`src/include/actuator_defines.svh`:
```
// What this block does
// New parameters act only after restart
// Soft limits from parameters 3 and 4
// Zone output high only inside boundaries
// Zone A boundaries from parameters 1, 2
// Zone B only in two-zone pattern
// Pattern 3 drops moving, adds zone B
// Home direction bit; reversal clears table
// Home offset from parameter 22
// Teach jog speed from parameter 26
// New entries get default speed, acceleration
// New entries get default in-position band
// New entries copy acceleration-only-maximum flag
// Push done after parameter 6 milliseconds
// Push count falls per ms, resumes upward
// Push count saturates at zero
// Host keeps standstill current at most 70%
// Host keeps homing current at most 75%
// Phase detection once, first servo-on
// Detection direction relative to home direction; code outputs the parameter 28 bit unchanged, whatever the home direction
`ifndef ACTUATOR_DEFINES_SVH
`define ACTUATOR_DEFINES_SVH
////////////////////////////////////////////////////////////////////////
// Parameter numbers; byte address is four times the number
`define P_ZONE_A_POS 5'd1
`define P_ZONE_A_NEG 5'd2
`define P_SOFT_POS 5'd3
`define P_SOFT_NEG 5'd4
`define P_HOME_DIR 5'd5
`define P_PUSH_MS 5'd6
`define P_DEF_SPEED 5'd8
`define P_DEF_ACCEL 5'd9
`define P_DEF_BAND 5'd10
`define P_DEF_AMAX 5'd11
`define P_HOLD_CUR 5'd12
`define P_HOME_CUR 5'd13
`define P_HOME_OFS 5'd22
`define P_ZONE_B_POS 5'd23
`define P_ZONE_B_NEG 5'd24
`define P_PIO_PAT 5'd25
`define P_JOG_SPEED 5'd26
`define P_PHASE_DIR 5'd28
`define P_LAST 5'd28
////////////////////////////////////////////////////////////////////////
// Extra register byte addresses
`define REG_CTRL 8'h80
`define REG_STATUS 8'h84
`define REG_TBL_IDX 8'h88
`define REG_TBL_TGT 8'h8C
`define REG_TBL_ATTR 8'h90
`define REG_TBL_BAND 8'h94
`define CTRL_RESTART_BIT 0
////////////////////////////////////////////////////////////////////////
// Reset values
`define RST_STROKE_POS 32'h00001F40
`define RST_STROKE_NEG 32'h00000000
`define RST_PUSH_MS 32'h000000FF
`define RST_SPEED 32'h000000C8
`define RST_ACCEL 32'h0000001E
`define RST_BAND 32'h0000000A
`define RST_CUR 32'h00000032
`define RST_JOG 32'h00000064
`define RST_ZERO 32'h00000000
`define PIO_TWO_ZONE 32'h00000003
////////////////////////////////////////////////////////////////////////
// Timing
`define MS_NS 1000000
`define CLK_NS 4
`define MS_CYCLES (`MS_NS / `CLK_NS)
`endif

```
`src/include/actuator_pkg.sv`:
```
`default_nettype none
package actuator_pkg;
  typedef logic [31:0] word_t;
  typedef logic signed [31:0] pos_t;
  typedef enum logic [0:0] {
    ST_RUN = 1'b0,
    ST_APPLY = 1'b1
  } sup_state_t;
endpackage : actuator_pkg
`default_nettype wire

```
`src/actuator_parameter_supervisor.sv`:
```
`include "actuator_defines.svh"
`default_nettype none
module actuator_parameter_supervisor #(
  parameter int MS_CYCLES = `MS_CYCLES,
  parameter int TBL_DEPTH = 16,
  parameter int IDX_W = 4
) (
  // Clock and reset
  input wire logic clock_i,
  input wire logic rst_n_i,
  // APB slave
  input wire logic psel,
  input wire logic penable,
  input wire logic pwrite,
  input wire logic [7:0] paddr,
  input wire logic [31:0] pwdata,
  output logic [31:0] prdata,
  output logic pready,
  output logic pslverr,
  // Drive side status
  input wire actuator_pkg::pos_t pos_i,
  input wire logic moving_i,
  input wire logic servo_on_i,
  input wire logic push_active_i,
  input wire logic at_push_level_i,
  // Teaching inputs
  input wire logic teach_mode_i,
  input wire logic jog_i,
  input wire logic capture_i,
  input wire logic [IDX_W-1:0] capture_idx_i,
  // Position supervision outputs
  output logic zone_a_output_o,
  output logic zone_b_output_o,
  output logic moving_output_o,
  output logic soft_limit_pos_o,
  output logic soft_limit_neg_o,
  output logic push_done_o,
  // Drive settings
  output logic home_dir_o,
  output actuator_pkg::pos_t home_offset_o,
  output logic [15:0] jog_speed_o,
  output logic [7:0] hold_cur_limit_o,
  output logic [7:0] home_cur_limit_o,
  output logic phase_detect_o,
  output logic phase_dir_o
);
  import actuator_pkg::*;

  ////////////////////////////////////////////////////////////////////////
  // Declarations
  word_t shadow_r [1:28];
  word_t active_r [1:28];
  sup_state_t state_r;
  logic restart_req;
  logic acc_wr;
  logic acc_any;
  logic [4:0] pidx;
  logic pmap;
  logic [IDX_W-1:0] tbl_idx_r;
  logic tbl_vld_r [TBL_DEPTH];
  pos_t tbl_tgt_r [TBL_DEPTH];
  logic [15:0] tbl_spd_r [TBL_DEPTH];
  logic [15:0] tbl_acc_r [TBL_DEPTH];
  logic [15:0] tbl_band_r [TBL_DEPTH];
  logic tbl_amax_r [TBL_DEPTH];
  logic tbl_wr;
  logic [IDX_W-1:0] tbl_wr_idx;
  pos_t tbl_wr_val;
  logic dir_flip;
  logic [31:0] ms_cnt_r;
  logic ms_tick_r;
  logic phase_done_r;
  logic servo_on_d_r;
  logic [31:0] rdata_nxt;
  logic rerr_nxt;

  // Reset value of each parameter
  function automatic word_t param_default(input logic [4:0] n);
    case (n)
      `P_ZONE_A_POS, `P_SOFT_POS, `P_ZONE_B_POS: param_default = `RST_STROKE_POS;
      `P_PUSH_MS: param_default = `RST_PUSH_MS;
      `P_DEF_SPEED: param_default = `RST_SPEED;
      `P_DEF_ACCEL: param_default = `RST_ACCEL;
      `P_DEF_BAND: param_default = `RST_BAND;
      `P_HOLD_CUR, `P_HOME_CUR: param_default = `RST_CUR;
      `P_JOG_SPEED: param_default = `RST_JOG;
      default: param_default = `RST_ZERO;
    endcase
  endfunction : param_default

  ////////////////////////////////////////////////////////////////////////
  // APB decode; one wait state so read data comes from a flop
  assign acc_any = psel && penable && pready;
  assign acc_wr = acc_any && pwrite && !pslverr;
  assign pidx = paddr[6:2];
  assign pmap = (paddr[7] == 1'b0) && (paddr[1:0] == 2'b00) && (pidx != 5'd0) && (pidx <= `P_LAST);
  assign restart_req = acc_wr && (paddr == `REG_CTRL) && pwdata[`CTRL_RESTART_BIT];

  // Ready pulses one cycle into the access phase
  always_ff @(posedge clock_i) begin
    if (!rst_n_i) begin
      pready <= 1'b0;
    end else begin
      pready <= psel && penable && !pready;
    end
  end

  // Read mux and unmapped-address check
  always_comb begin
    rdata_nxt = 32'h00000000;
    rerr_nxt = 1'b0;
    if (pmap) begin
      rdata_nxt = pwrite ? 32'h00000000 : active_r[pidx];
    end else begin
      case (paddr)
        `REG_CTRL: rdata_nxt = {31'h00000000, state_r == ST_APPLY};
        `REG_STATUS: rdata_nxt = {25'h0000000, phase_done_r, push_done_o, zone_b_output_o,
                                  zone_a_output_o, soft_limit_neg_o, soft_limit_pos_o, state_r == ST_APPLY};
        `REG_TBL_IDX: rdata_nxt = 32'(tbl_idx_r);
        `REG_TBL_TGT: rdata_nxt = tbl_tgt_r[tbl_idx_r];
        `REG_TBL_ATTR: rdata_nxt = {tbl_acc_r[tbl_idx_r], tbl_spd_r[tbl_idx_r]};
        `REG_TBL_BAND: rdata_nxt = {tbl_vld_r[tbl_idx_r], tbl_amax_r[tbl_idx_r], 14'h0000, tbl_band_r[tbl_idx_r]};
        default: rerr_nxt = 1'b1;
      endcase
    end
  end

  // Registered answer, valid together with pready
  always_ff @(posedge clock_i) begin
    if (!rst_n_i) begin
      prdata <= 32'h00000000;
      pslverr <= 1'b0;
    end else if (psel && penable && !pready) begin
      prdata <= pwrite ? 32'h00000000 : rdata_nxt;
      pslverr <= rerr_nxt;
    end else begin
      pslverr <= 1'b0;
    end
  end

  ////////////////////////////////////////////////////////////////////////
  // Parameter storage: writes land in the shadow copy only
  always_ff @(posedge clock_i) begin
    if (!rst_n_i) begin
      for (int n = 1; n <= 28; n++) begin
        shadow_r[n] <= param_default(5'(n));
      end
    end else if (acc_wr && pmap) begin
      shadow_r[pidx] <= pwdata;
    end
  end

  // Restart sequencer; power-up reset loads both copies alike
  always_ff @(posedge clock_i) begin
    if (!rst_n_i) begin
      state_r <= ST_RUN;
    end else begin
      case (state_r)
        ST_RUN: if (restart_req) state_r <= ST_APPLY;
        ST_APPLY: state_r <= ST_RUN;
        default: state_r <= ST_RUN;
      endcase
    end
  end

  // Live values change only on restart
  always_ff @(posedge clock_i) begin
    if (!rst_n_i) begin
      for (int n = 1; n <= 28; n++) begin
        active_r[n] <= param_default(5'(n));
      end
    end else if (state_r == ST_APPLY) begin
      for (int n = 1; n <= 28; n++) begin
        active_r[n] <= shadow_r[n];
      end
    end
  end

  // Direction reversal detected at the moment of applying
  assign dir_flip = (state_r == ST_APPLY) && (shadow_r[`P_HOME_DIR][0] != active_r[`P_HOME_DIR][0]);

  ////////////////////////////////////////////////////////////////////////
  // Position table; host writes and teach capture share one port
  always_ff @(posedge clock_i) begin
    if (!rst_n_i) begin
      tbl_idx_r <= '0;
    end else if (acc_wr && paddr == `REG_TBL_IDX) begin
      tbl_idx_r <= pwdata[IDX_W-1:0];
    end
  end

  // Capture wins over a host write in the same cycle
  assign tbl_wr = (capture_i && teach_mode_i) || (acc_wr && paddr == `REG_TBL_TGT);
  assign tbl_wr_idx = (capture_i && teach_mode_i) ? capture_idx_i : tbl_idx_r;
  assign tbl_wr_val = (capture_i && teach_mode_i) ? pos_i : pos_t'(pwdata);

  genvar e;
  generate
    for (e = 0; e < TBL_DEPTH; e++) begin : g_entry
      always_ff @(posedge clock_i) begin
        if (!rst_n_i || dir_flip) begin
          tbl_vld_r[e] <= 1'b0;
          tbl_tgt_r[e] <= '0;
          tbl_spd_r[e] <= '0;
          tbl_acc_r[e] <= '0;
          tbl_band_r[e] <= '0;
          tbl_amax_r[e] <= 1'b0;
        end else if (tbl_wr && tbl_wr_idx == IDX_W'(e)) begin
          tbl_vld_r[e] <= 1'b1;
          tbl_tgt_r[e] <= tbl_wr_val;
          if (!tbl_vld_r[e]) begin
            tbl_spd_r[e] <= active_r[`P_DEF_SPEED][15:0];
            tbl_acc_r[e] <= active_r[`P_DEF_ACCEL][15:0];
            tbl_band_r[e] <= active_r[`P_DEF_BAND][15:0];
            tbl_amax_r[e] <= active_r[`P_DEF_AMAX][0];
          end
        end
      end
    end
  endgenerate

  ////////////////////////////////////////////////////////////////////////
  // Millisecond enable; long count kept as a parameter for simulation
  always_ff @(posedge clock_i) begin
    if (!rst_n_i) begin
      ms_cnt_r <= 32'h00000000;
      ms_tick_r <= 1'b0;
    end else if (ms_cnt_r == 32'(MS_CYCLES - 1)) begin
      ms_cnt_r <= 32'h00000000;
      ms_tick_r <= 1'b1;
    end else begin
      ms_cnt_r <= ms_cnt_r + 32'h00000001;
      ms_tick_r <= 1'b0;
    end
  end

  // Push-and-hold judgment, cleared while parameters reload
  push_hold_counter #(
    .W(8)
  ) u_push (
    .clock_i(clock_i),
    .rst_n_i(rst_n_i),
    .tick_i(ms_tick_r),
    .active_i(push_active_i && state_r == ST_RUN),
    .at_level_i(at_push_level_i),
    .period_i(active_r[`P_PUSH_MS][7:0]),
    .done_o(push_done_o)
  );

  ////////////////////////////////////////////////////////////////////////
  // Zone comparators
  zone_comparator u_zone_a (
    .clock_i(clock_i),
    .rst_n_i(rst_n_i),
    .enable_i(1'b1),
    .pos_i(pos_i),
    .upper_i(pos_t'(active_r[`P_ZONE_A_POS])),
    .lower_i(pos_t'(active_r[`P_ZONE_A_NEG])),
    .inside_o(zone_a_output_o)
  );

  zone_comparator u_zone_b (
    .clock_i(clock_i),
    .rst_n_i(rst_n_i),
    .enable_i(active_r[`P_PIO_PAT] == `PIO_TWO_ZONE),
    .pos_i(pos_i),
    .upper_i(pos_t'(active_r[`P_ZONE_B_POS])),
    .lower_i(pos_t'(active_r[`P_ZONE_B_NEG])),
    .inside_o(zone_b_output_o)
  );

  ////////////////////////////////////////////////////////////////////////
  // Soft limits and moving status; moving gives way to zone B
  always_ff @(posedge clock_i) begin
    if (!rst_n_i) begin
      soft_limit_pos_o <= 1'b0;
      soft_limit_neg_o <= 1'b0;
      moving_output_o <= 1'b0;
    end else begin
      soft_limit_pos_o <= pos_i >= pos_t'(active_r[`P_SOFT_POS]);
      soft_limit_neg_o <= pos_i <= pos_t'(active_r[`P_SOFT_NEG]);
      moving_output_o <= moving_i && (active_r[`P_PIO_PAT] != `PIO_TWO_ZONE);
    end
  end

  // Settings handed to the drive
  always_ff @(posedge clock_i) begin
    if (!rst_n_i) begin
      home_dir_o <= 1'b0;
      home_offset_o <= '0;
      jog_speed_o <= 16'h0000;
      hold_cur_limit_o <= 8'h00;
      home_cur_limit_o <= 8'h00;
    end else begin
      home_dir_o <= active_r[`P_HOME_DIR][0];
      home_offset_o <= pos_t'(active_r[`P_HOME_OFS]);
      jog_speed_o <= (teach_mode_i && jog_i) ? active_r[`P_JOG_SPEED][15:0] : 16'h0000;
      // Passed as set; the host keeps them inside their safe ceilings
      hold_cur_limit_o <= active_r[`P_HOLD_CUR][7:0];
      home_cur_limit_o <= active_r[`P_HOME_CUR][7:0];
    end
  end

  ////////////////////////////////////////////////////////////////////////
  // Phase detection; a soft restart does not rearm it, only power-up
  always_ff @(posedge clock_i) begin
    if (!rst_n_i) begin
      servo_on_d_r <= 1'b0;
      phase_done_r <= 1'b0;
      phase_detect_o <= 1'b0;
      phase_dir_o <= 1'b0;
    end else begin
      servo_on_d_r <= servo_on_i;
      phase_detect_o <= 1'b0;
      if (servo_on_i && !servo_on_d_r && !phase_done_r) begin
        phase_done_r <= 1'b1;
        phase_detect_o <= 1'b1;
        // Same value follows homing, differing value goes against it
        phase_dir_o <= (active_r[`P_PHASE_DIR][0] == active_r[`P_HOME_DIR][0]) ?
                       active_r[`P_HOME_DIR][0] : !active_r[`P_HOME_DIR][0];
      end
    end
  end
endmodule : actuator_parameter_supervisor
`default_nettype wire

```
`src/push_hold_counter.sv`:
```
`default_nettype none
module push_hold_counter #(
  parameter int W = 8
) (
  // Clock and reset
  input wire logic clock_i,
  input wire logic rst_n_i,
  // Controls
  input wire logic tick_i,
  input wire logic active_i,
  input wire logic at_level_i,
  input wire logic [W-1:0] period_i,
  // Result
  output logic done_o
);
  logic [W-1:0] count_r;
  // Up at push level, down below it; resumes from where it fell
  always_ff @(posedge clock_i) begin
    if (!rst_n_i || !active_i) begin
      count_r <= '0;
    end else if (tick_i) begin
      if (at_level_i) begin
        if (count_r < period_i) count_r <= count_r + 1'b1;
      end else if (count_r != '0) begin
        count_r <= count_r - 1'b1;
      end
    end
  end
  // Done while the count has reached the period
  always_ff @(posedge clock_i) begin
    if (!rst_n_i) begin
      done_o <= 1'b0;
    end else begin
      done_o <= active_i && (count_r >= period_i);
    end
  end
endmodule : push_hold_counter
`default_nettype wire

```
`src/zone_comparator.sv`:
```
`default_nettype none
module zone_comparator (
  // Clock and reset
  input wire logic clock_i,
  input wire logic rst_n_i,
  // Compare inputs
  input wire logic enable_i,
  input wire actuator_pkg::pos_t pos_i,
  input wire actuator_pkg::pos_t upper_i,
  input wire actuator_pkg::pos_t lower_i,
  // Result
  output logic inside_o
);
  import actuator_pkg::*;
  // Inclusive window, registered so the top output comes from a flop
  always_ff @(posedge clock_i) begin
    if (!rst_n_i) begin
      inside_o <= 1'b0;
    end else begin
      inside_o <= enable_i && (pos_i >= lower_i) && (pos_i <= upper_i);
    end
  end
endmodule : zone_comparator
`default_nettype wire
```
`config.mk`:
```
export PLATFORM = sky130hd
export DESIGN_NAME = actuator_parameter_supervisor
export DESIGN_NICKNAME = d
export VERILOG_FILES = /design/src/include/actuator_pkg.sv /design/src/actuator_parameter_supervisor.sv /design/src/push_hold_counter.sv /design/src/zone_comparator.sv
export VERILOG_INCLUDE_DIRS = /design/src /design/src/include
export SDC_FILE = /design/constraint.sdc
export NUM_CORES = 2
export LEC_CHECK = 0
export ABC_AREA = 1
export BUFFER_PORTS_ARGS = -buffer_cell sky130_fd_sc_hd__buf_2
export CAP_MARGIN = 10
export CORE_ASPECT_RATIO = 2
export CORE_MARGIN = 2
export CORE_UTILIZATION = 65
export CTS_CLUSTER_DIAMETER = 50
export DETAILED_ROUTE_END_ITERATION = 16
export PLACE_DENSITY = 0.82
export REMOVE_ABC_BUFFERS = 1
export SLEW_MARGIN = 20
export SYNTH_ARGS = -nofsm -noshare
export SYNTH_HDL_FRONTEND = slang
export SYNTH_HIERARCHICAL = 1
export SYNTH_SLANG_ARGS = --single-unit
```
`constraint.sdc`:
```
create_clock -name clock_i -period 56.2 [get_ports clock_i]
set_clock_uncertainty 0.05 [all_clocks]
set_input_delay 8.43 -clock clock_i [delete_from_list [all_inputs] [get_ports clock_i]]
set_output_delay 8.43 -clock clock_i [all_outputs]
set_load 0.01 [all_outputs]
```
**Word level (Yosys, flattened, before mapping)**

Memories as Yosys holds them, arrays and structs flattened. A register that Yosys moved wholly into a read port is not among the register bits.
Index checks and enable logic that the tools add are counted.

- Register bits after elaboration: 91
- Memory bits (writable): 3104
- Bits of input ports: 88
- Output and inout port bits: 107
- Word-level logic and storage cells: 541
- Memories kept: 8

- Add/sub/neg operators: 3
- Order comparisons: 9
- Equality and inequality tests: 27
- Multiplexer cells: 282
- Bitwise operators: 128
- Reduce and logical (&&, ||, !) cells: 65

Memories:

| memory | depth | width | rd ports | clocked after memory_dff | wr ports | RTL line | text |
|---|---|---|---|---|---|---|---|
| active_r | 28 | 32 | 19 | 4 | 28 | actuator_parameter_supervisor.sv:52 | `word_t active_r [1:28];` |
| shadow_r | 28 | 32 | 28 | 0 | 28 | actuator_parameter_supervisor.sv:51 | `word_t shadow_r [1:28];` |
| tbl_tgt_r | 16 | 32 | 1 | 1 | 16 | actuator_parameter_supervisor.sv:61 | `pos_t tbl_tgt_r [TBL_DEPTH];` |
| tbl_acc_r | 16 | 16 | 1 | 1 | 16 | actuator_parameter_supervisor.sv:63 | `logic [15:0] tbl_acc_r [TBL_DEPTH];` |
| tbl_band_r | 16 | 16 | 1 | 1 | 16 | actuator_parameter_supervisor.sv:64 | `logic [15:0] tbl_band_r [TBL_DEPTH];` |
| tbl_spd_r | 16 | 16 | 1 | 1 | 16 | actuator_parameter_supervisor.sv:62 | `logic [15:0] tbl_spd_r [TBL_DEPTH];` |
| 2 more memories | n/a | n/a | n/a | n/a | n/a | n/a |  |

Operator list:

| cell | count |
|---|---|
| two-way mux 32 bit | 56 |
| two-way mux 16 bit | 48 |
| one-hot mux 32 bit (6 select lines) | 1 |
| two-way mux 1 bit | 159 |
| bitwise OR 1 bit | 124 |
| >= comparator 32 bit | 3 |
| less-or-equal comparator 32 bit | 3 |
| two-way mux 4 bit | 13 |
| equality test 8 bit, second input constant | 6 |
| logical AND 1 bit | 40 |
| adder 32 x 1 -> 32 bit, second input constant | 1 |
| equality test 32 x 18 -> 1 bit, second input constant | 1 |
| equality test 32 x 2 -> 1 bit, second input constant | 1 |
| equality test 4 bit, second input constant | 8 |
| inequality test 32 x 2 -> 1 bit, second input constant | 1 |
| OR reduction 32 bit | 1 |
| two-way mux 8 bit | 3 |
| equality test 4 x 3 -> 1 bit, second input constant | 4 |
| logical NOT 1 bit | 11 |
| adder 8 x 1 -> 8 bit, second input constant | 1 |
| equality test 4 x 2 -> 1 bit, second input constant | 2 |
| >= comparator 8 bit | 1 |
| less-than comparator 8 bit | 1 |
| nonzero test 8 bit | 1 |
| other kinds (19) | 24 |

**Depth between registers and ports, before layout**

- Depth in word-level cells: 11
- Mapped depth: 18
- Mapped depth without buffers: 17

**By module**

Netlist, hierarchy kept.

By module, submodules not included:

| module | times used | cells an instance | area an instance (µm²) | sequential area each (µm²) |
|---|---|---|---|---|
| actuator_parameter_supervisor | 1 | 14198 | 140813.8 | 96162.2 |
| zone_comparator | 2 | 312 | 1894.3 | 20.0 |
| push_hold_counter | 1 | 147 | 942.2 | 180.2 |

**Least setup slack after synthesis**

OpenSTA, ideal clock, no wires.

- Path type: input -> register
- From: in rst_n_i
- To: mem active_r[10][0] (netlist name), enable pin
- Setup time: 6.182 ns
- Arrival time: 23.166 ns
- Slack: 26.802 ns
- Stages: 2
- Buffers on the path: 1
- Cell sequence: clkbuf_1 > nand2_1

RTL lines:

| what | RTL line | text |
|---|---|---|
| start, declared | actuator_parameter_supervisor.sv:10 | `input wire logic rst_n_i,` |
| end, declared | actuator_parameter_supervisor.sv:52 |  |

==> results.yml <==
synthesis:
  synth_most_common_cell: "nor2_1"
  synth_mux_area_share_pct: 0.0138
  ys_types: 47
  synth_top_family_by_area: "simple AND/OR/NAND/NOR gates"
  ys_seq_area_share_pct: 66.2
  syn-cell-area_um2: 146000
  netlist_top_cells_area: "edfxtp_1, nor2_1, nand2_1, inv_1, nand3_1"
  synthDominantCellAreaShare_pct: 64.0
  yosysTopAreaCell: "edfxtp_1"
  synth_fa_ha_area_share_pct: 1.79
  yosys_warnings: 6
  yosys.area_share.simple_pct: 22.7
  syn_inst: 14969
  avgSynthCellArea_um2: 9.72
  synthArstFlopShare_pct: 0
  synth-edff-count: 3103
  ys_top_cells_by_count: "nor2_1, edfxtp_1, nand2_1"
  synth_ff_type: "edfxtp_1"
  yosys.area_share.xor_xnor_pct: 0.0722
  ys_ff_latch: 3263
  synth_compound_area_share_pct: 2.24
die:
  die-area_um2: 228000
  core_area_um2: 223000
  rows: 245
  die_h_um: 673
  top_level_ports: 195
  die_w_um: 339
  initial_core_util_pct: 65.4
timing:
  max_freq_mhz: 74.6
  max-slew-margin-rel_pct: 11.9
  slew_violations: 0
  setup-tns-final_ps: 0
  setup_viol: 0
  hold_viol_final: 0
  fin_crit_sh_pct: 23.8
  worstMarginPinSlew_ps: 1320
  period_minus_slack_ps: 13400
  timing.final.ws_setup_ps: 42800
  rsz0062_at_grt: "no"
layout:
  nNetsFinal: 15025
  register_area_um2: 96400
  multiInputGateArea_um2: 39500
  fillers: 15198
  layout-drive-gt1-share_pct: 7.38
  areaGrowthSynthToFinish_pct: 8.43
pwr:
  pwr-share-seq_pct: 55.2
  p_sw_share_pct: 23.3
  p_sw_mw: 1.16
  clkPwrFrac_pct: 38.3
  intPower_mw: 3.83
  p_leak_nw: 66.0
  power_density_nw_per_um2: 31.6
  pwr-share-comb_pct: 6.4
  ir_worst_vdd_uv: 33.1
grt:
  antenna_found_initial: 28
  grt_max_degree: 203
  overflow: 0
  grt_pass1_vias: 105205
  grt_usage_pct: 39.9
  grt_pass1_wl_mm: 658
cts:
  cts_tree: "built"
  cts-hold-fix-buffers: 0
  clock_path_buffers: 4
  clk_pin_slew_ps: 70
  cts_buffers: 275
  htreeDepth: 5
  clk_latency_ps: 910
  root_buffer: "clkbuf_16"
  post_cts_buffers: 0
  clock_sinks: 3263
  cts-resized-gates: 0
route:
  routed_wl_mm: 460
  vias: 108598
  via_per_inst: 6.06
  firstDrtPassIters: 9
  wl_per_cell_um: 25.7
  route.antenna.remaining_nets: 0
  drc: 0
  first_iter_violations: 15910
worst_setup_path:
  path_max_fanout: 40
  worstSetupPathType: "input pin to register"
  crit_path_start_kind: "input pin"
  crit_arrival_ps: 13920
  cp.required_ps: 56720
  crit_path_end_kind: "register"
placement:
  post-place-ws_ps: 42480
  gp_congestion: 1.06
  portBuffers: 194
  dp_hpwl_mm: 287
flow_run:
  cap_violations: 0
run_status:
  run_status: "complete, no violations"
hold_path:
  hp-class: "register to register"
==> logic make-up (layout without fill, tap and decap cells) <==
| family | Yosys count | after routing |
|---|---|---|
| buffers and inverters | 2671 | 2637 |
| AOI/OAI and AO/OA | 590 | 590 |
| and+or+nand+nor | 8222 | 8222 |
| DFF | 3263 | 3263 |
| other | 1 | 27 |
| xor gates and xnor gates | 12 | 12 |
| adders and majority gates | 208 | 208 |
| muxes | 2 | 2 |
==> critical path: stages <==
cell	delay, ps
buf_2	320
buf_4	410
inv_2	580
nor3_1	140
nor2_1	140
nand2_1	60
buf_4	290
nor3_4	890
inv_2	350
nor2_1	700
nand2_1	210
buf_4	310
nand2_1	590
buf_4	390
==> through the flow <==
step | std cells | hold WS, ps | area [um2] | power (mW) | util, %
after floorplan | 14022 | 368 | 142000 | 2.99 | -
after global placement | 17414 | 377 | 149000 | 3.10 | 66.9
after detailed placement | 17414 | 395 | 149000 | 3.11 | 66.9
after CTS | 17897 | 411 | 158000 | 4.96 | 70.8
after global routing | 17900 | 439 | 158000 | 5.08 | 70.9
final | 17925 | 411 | 158000 | 4.99 | 70.9
==> final timing paths <==
kind | from | endpoint | slack, ps | depth (start not counted)
max | paddr[4] | shadow_r[4][30] | 42800 | 14
min | active_r[13][2] | home_cur_limit_o[2] | 410 | 2
max reg2reg | register | prdata[22] | 50830 | 14
min reg2reg | active_r[13][2] | home_cur_limit_o[2] | 410 | 2
==> registers in the layout, indices dropped and copies added (netlist names), 4 cells and up, named ones only <==
| name | cells |
|---|---|
| jog_speed_o | 16 |
| shadow_r | 896 |
| home_cur_limit_o | 8 |
| prdata | 32 |
| hold_cur_limit_o | 8 |
| tbl_acc_r | 256 |
| tbl_spd_r | 256 |
| tbl_idx_r | 4 |
| u_push/count_r | 8 |
| tbl_amax_r | 16 |
| active_r | 896 |
| tbl_tgt_r | 512 |
| tbl_band_r | 256 |
| home_offset_o | 32 |
| tbl_vld_r | 16 |
| ms_cnt_r | 32 |
==> routing by layer <==
metal | global-route usage [%] | up-vias | wire length (um)
li1 | - | 47507 | -
met1 | 40.7 | 50069 | 128000
met2 | 64.8 | 8432 | 216000
met3 | 10.6 | 2584 | 57500
met4 | 41.0 | 6 | 58600
met5 | 0.0850 | - | 36
==> area by class of cell <==
class                   count  share of cell area [%]
well taps                2964                    2.35
multi-input cells        9035                    25.0
inverters                1724                    4.12
clock inverters           135                   0.755
clock buffers             348                    4.80
repair buffers            430                    1.81
flip-flops and latches   3263                    61.1
diodes                     26                  0.0412
==> layout by cell type, fill, tap and decap left out, types with 9 or more instances in the layout <==
master / instances
nor2_1: 3973
nor4_1: 10
o21ai_4: 18
clkbuf_16: 287
edfxtp_1: 3103
nand2_1: 2855
nand2_2: 33
o21ai_0: 162
a21o_1: 12
nor2_2: 19
diode_2: 26
dfxtp_1: 156
clkbuf_1: 45
nand4_1: 58
inv_6: 13
clkbuf_8: 16
o21ai_2: 20
buf_4: 231
clkinvlp_4: 12
o21bai_1: 17
bufinv_16: 17
o21ai_1: 14
clkinv_2: 45
o22ai_1: 55
nand2_4: 9
clkinv_4: 9
nor2_4: 12
buf_2: 191
nand3_1: 1093
a21oi_1: 232
nand3b_1: 24
inv_2: 53
or2_2: 73
clkinv_1: 81
nor3_1: 35
inv_1: 1623
ha_1: 207
o211ai_1: 47
==> power groups by stage <==
| stage | Sequential, mW | Combinational [mW] | Clock (mW) |
|---|---|---|---|
| 3_3_place_gp | 2.81 | 0.292 | 0 |
| 4_1_cts | 2.76 | 0.301 | 1.90 |
| 5_1_grt | 2.76 | 0.330 | 1.99 |
| 6_report | 2.76 | 0.321 | 1.91 |
| 2_1_floorplan | 2.84 | 0.150 | 0 |
| 3_5_place_dp | 2.81 | 0.298 | 0 |
No activity file was read; power rests on OpenSTA's default activity.
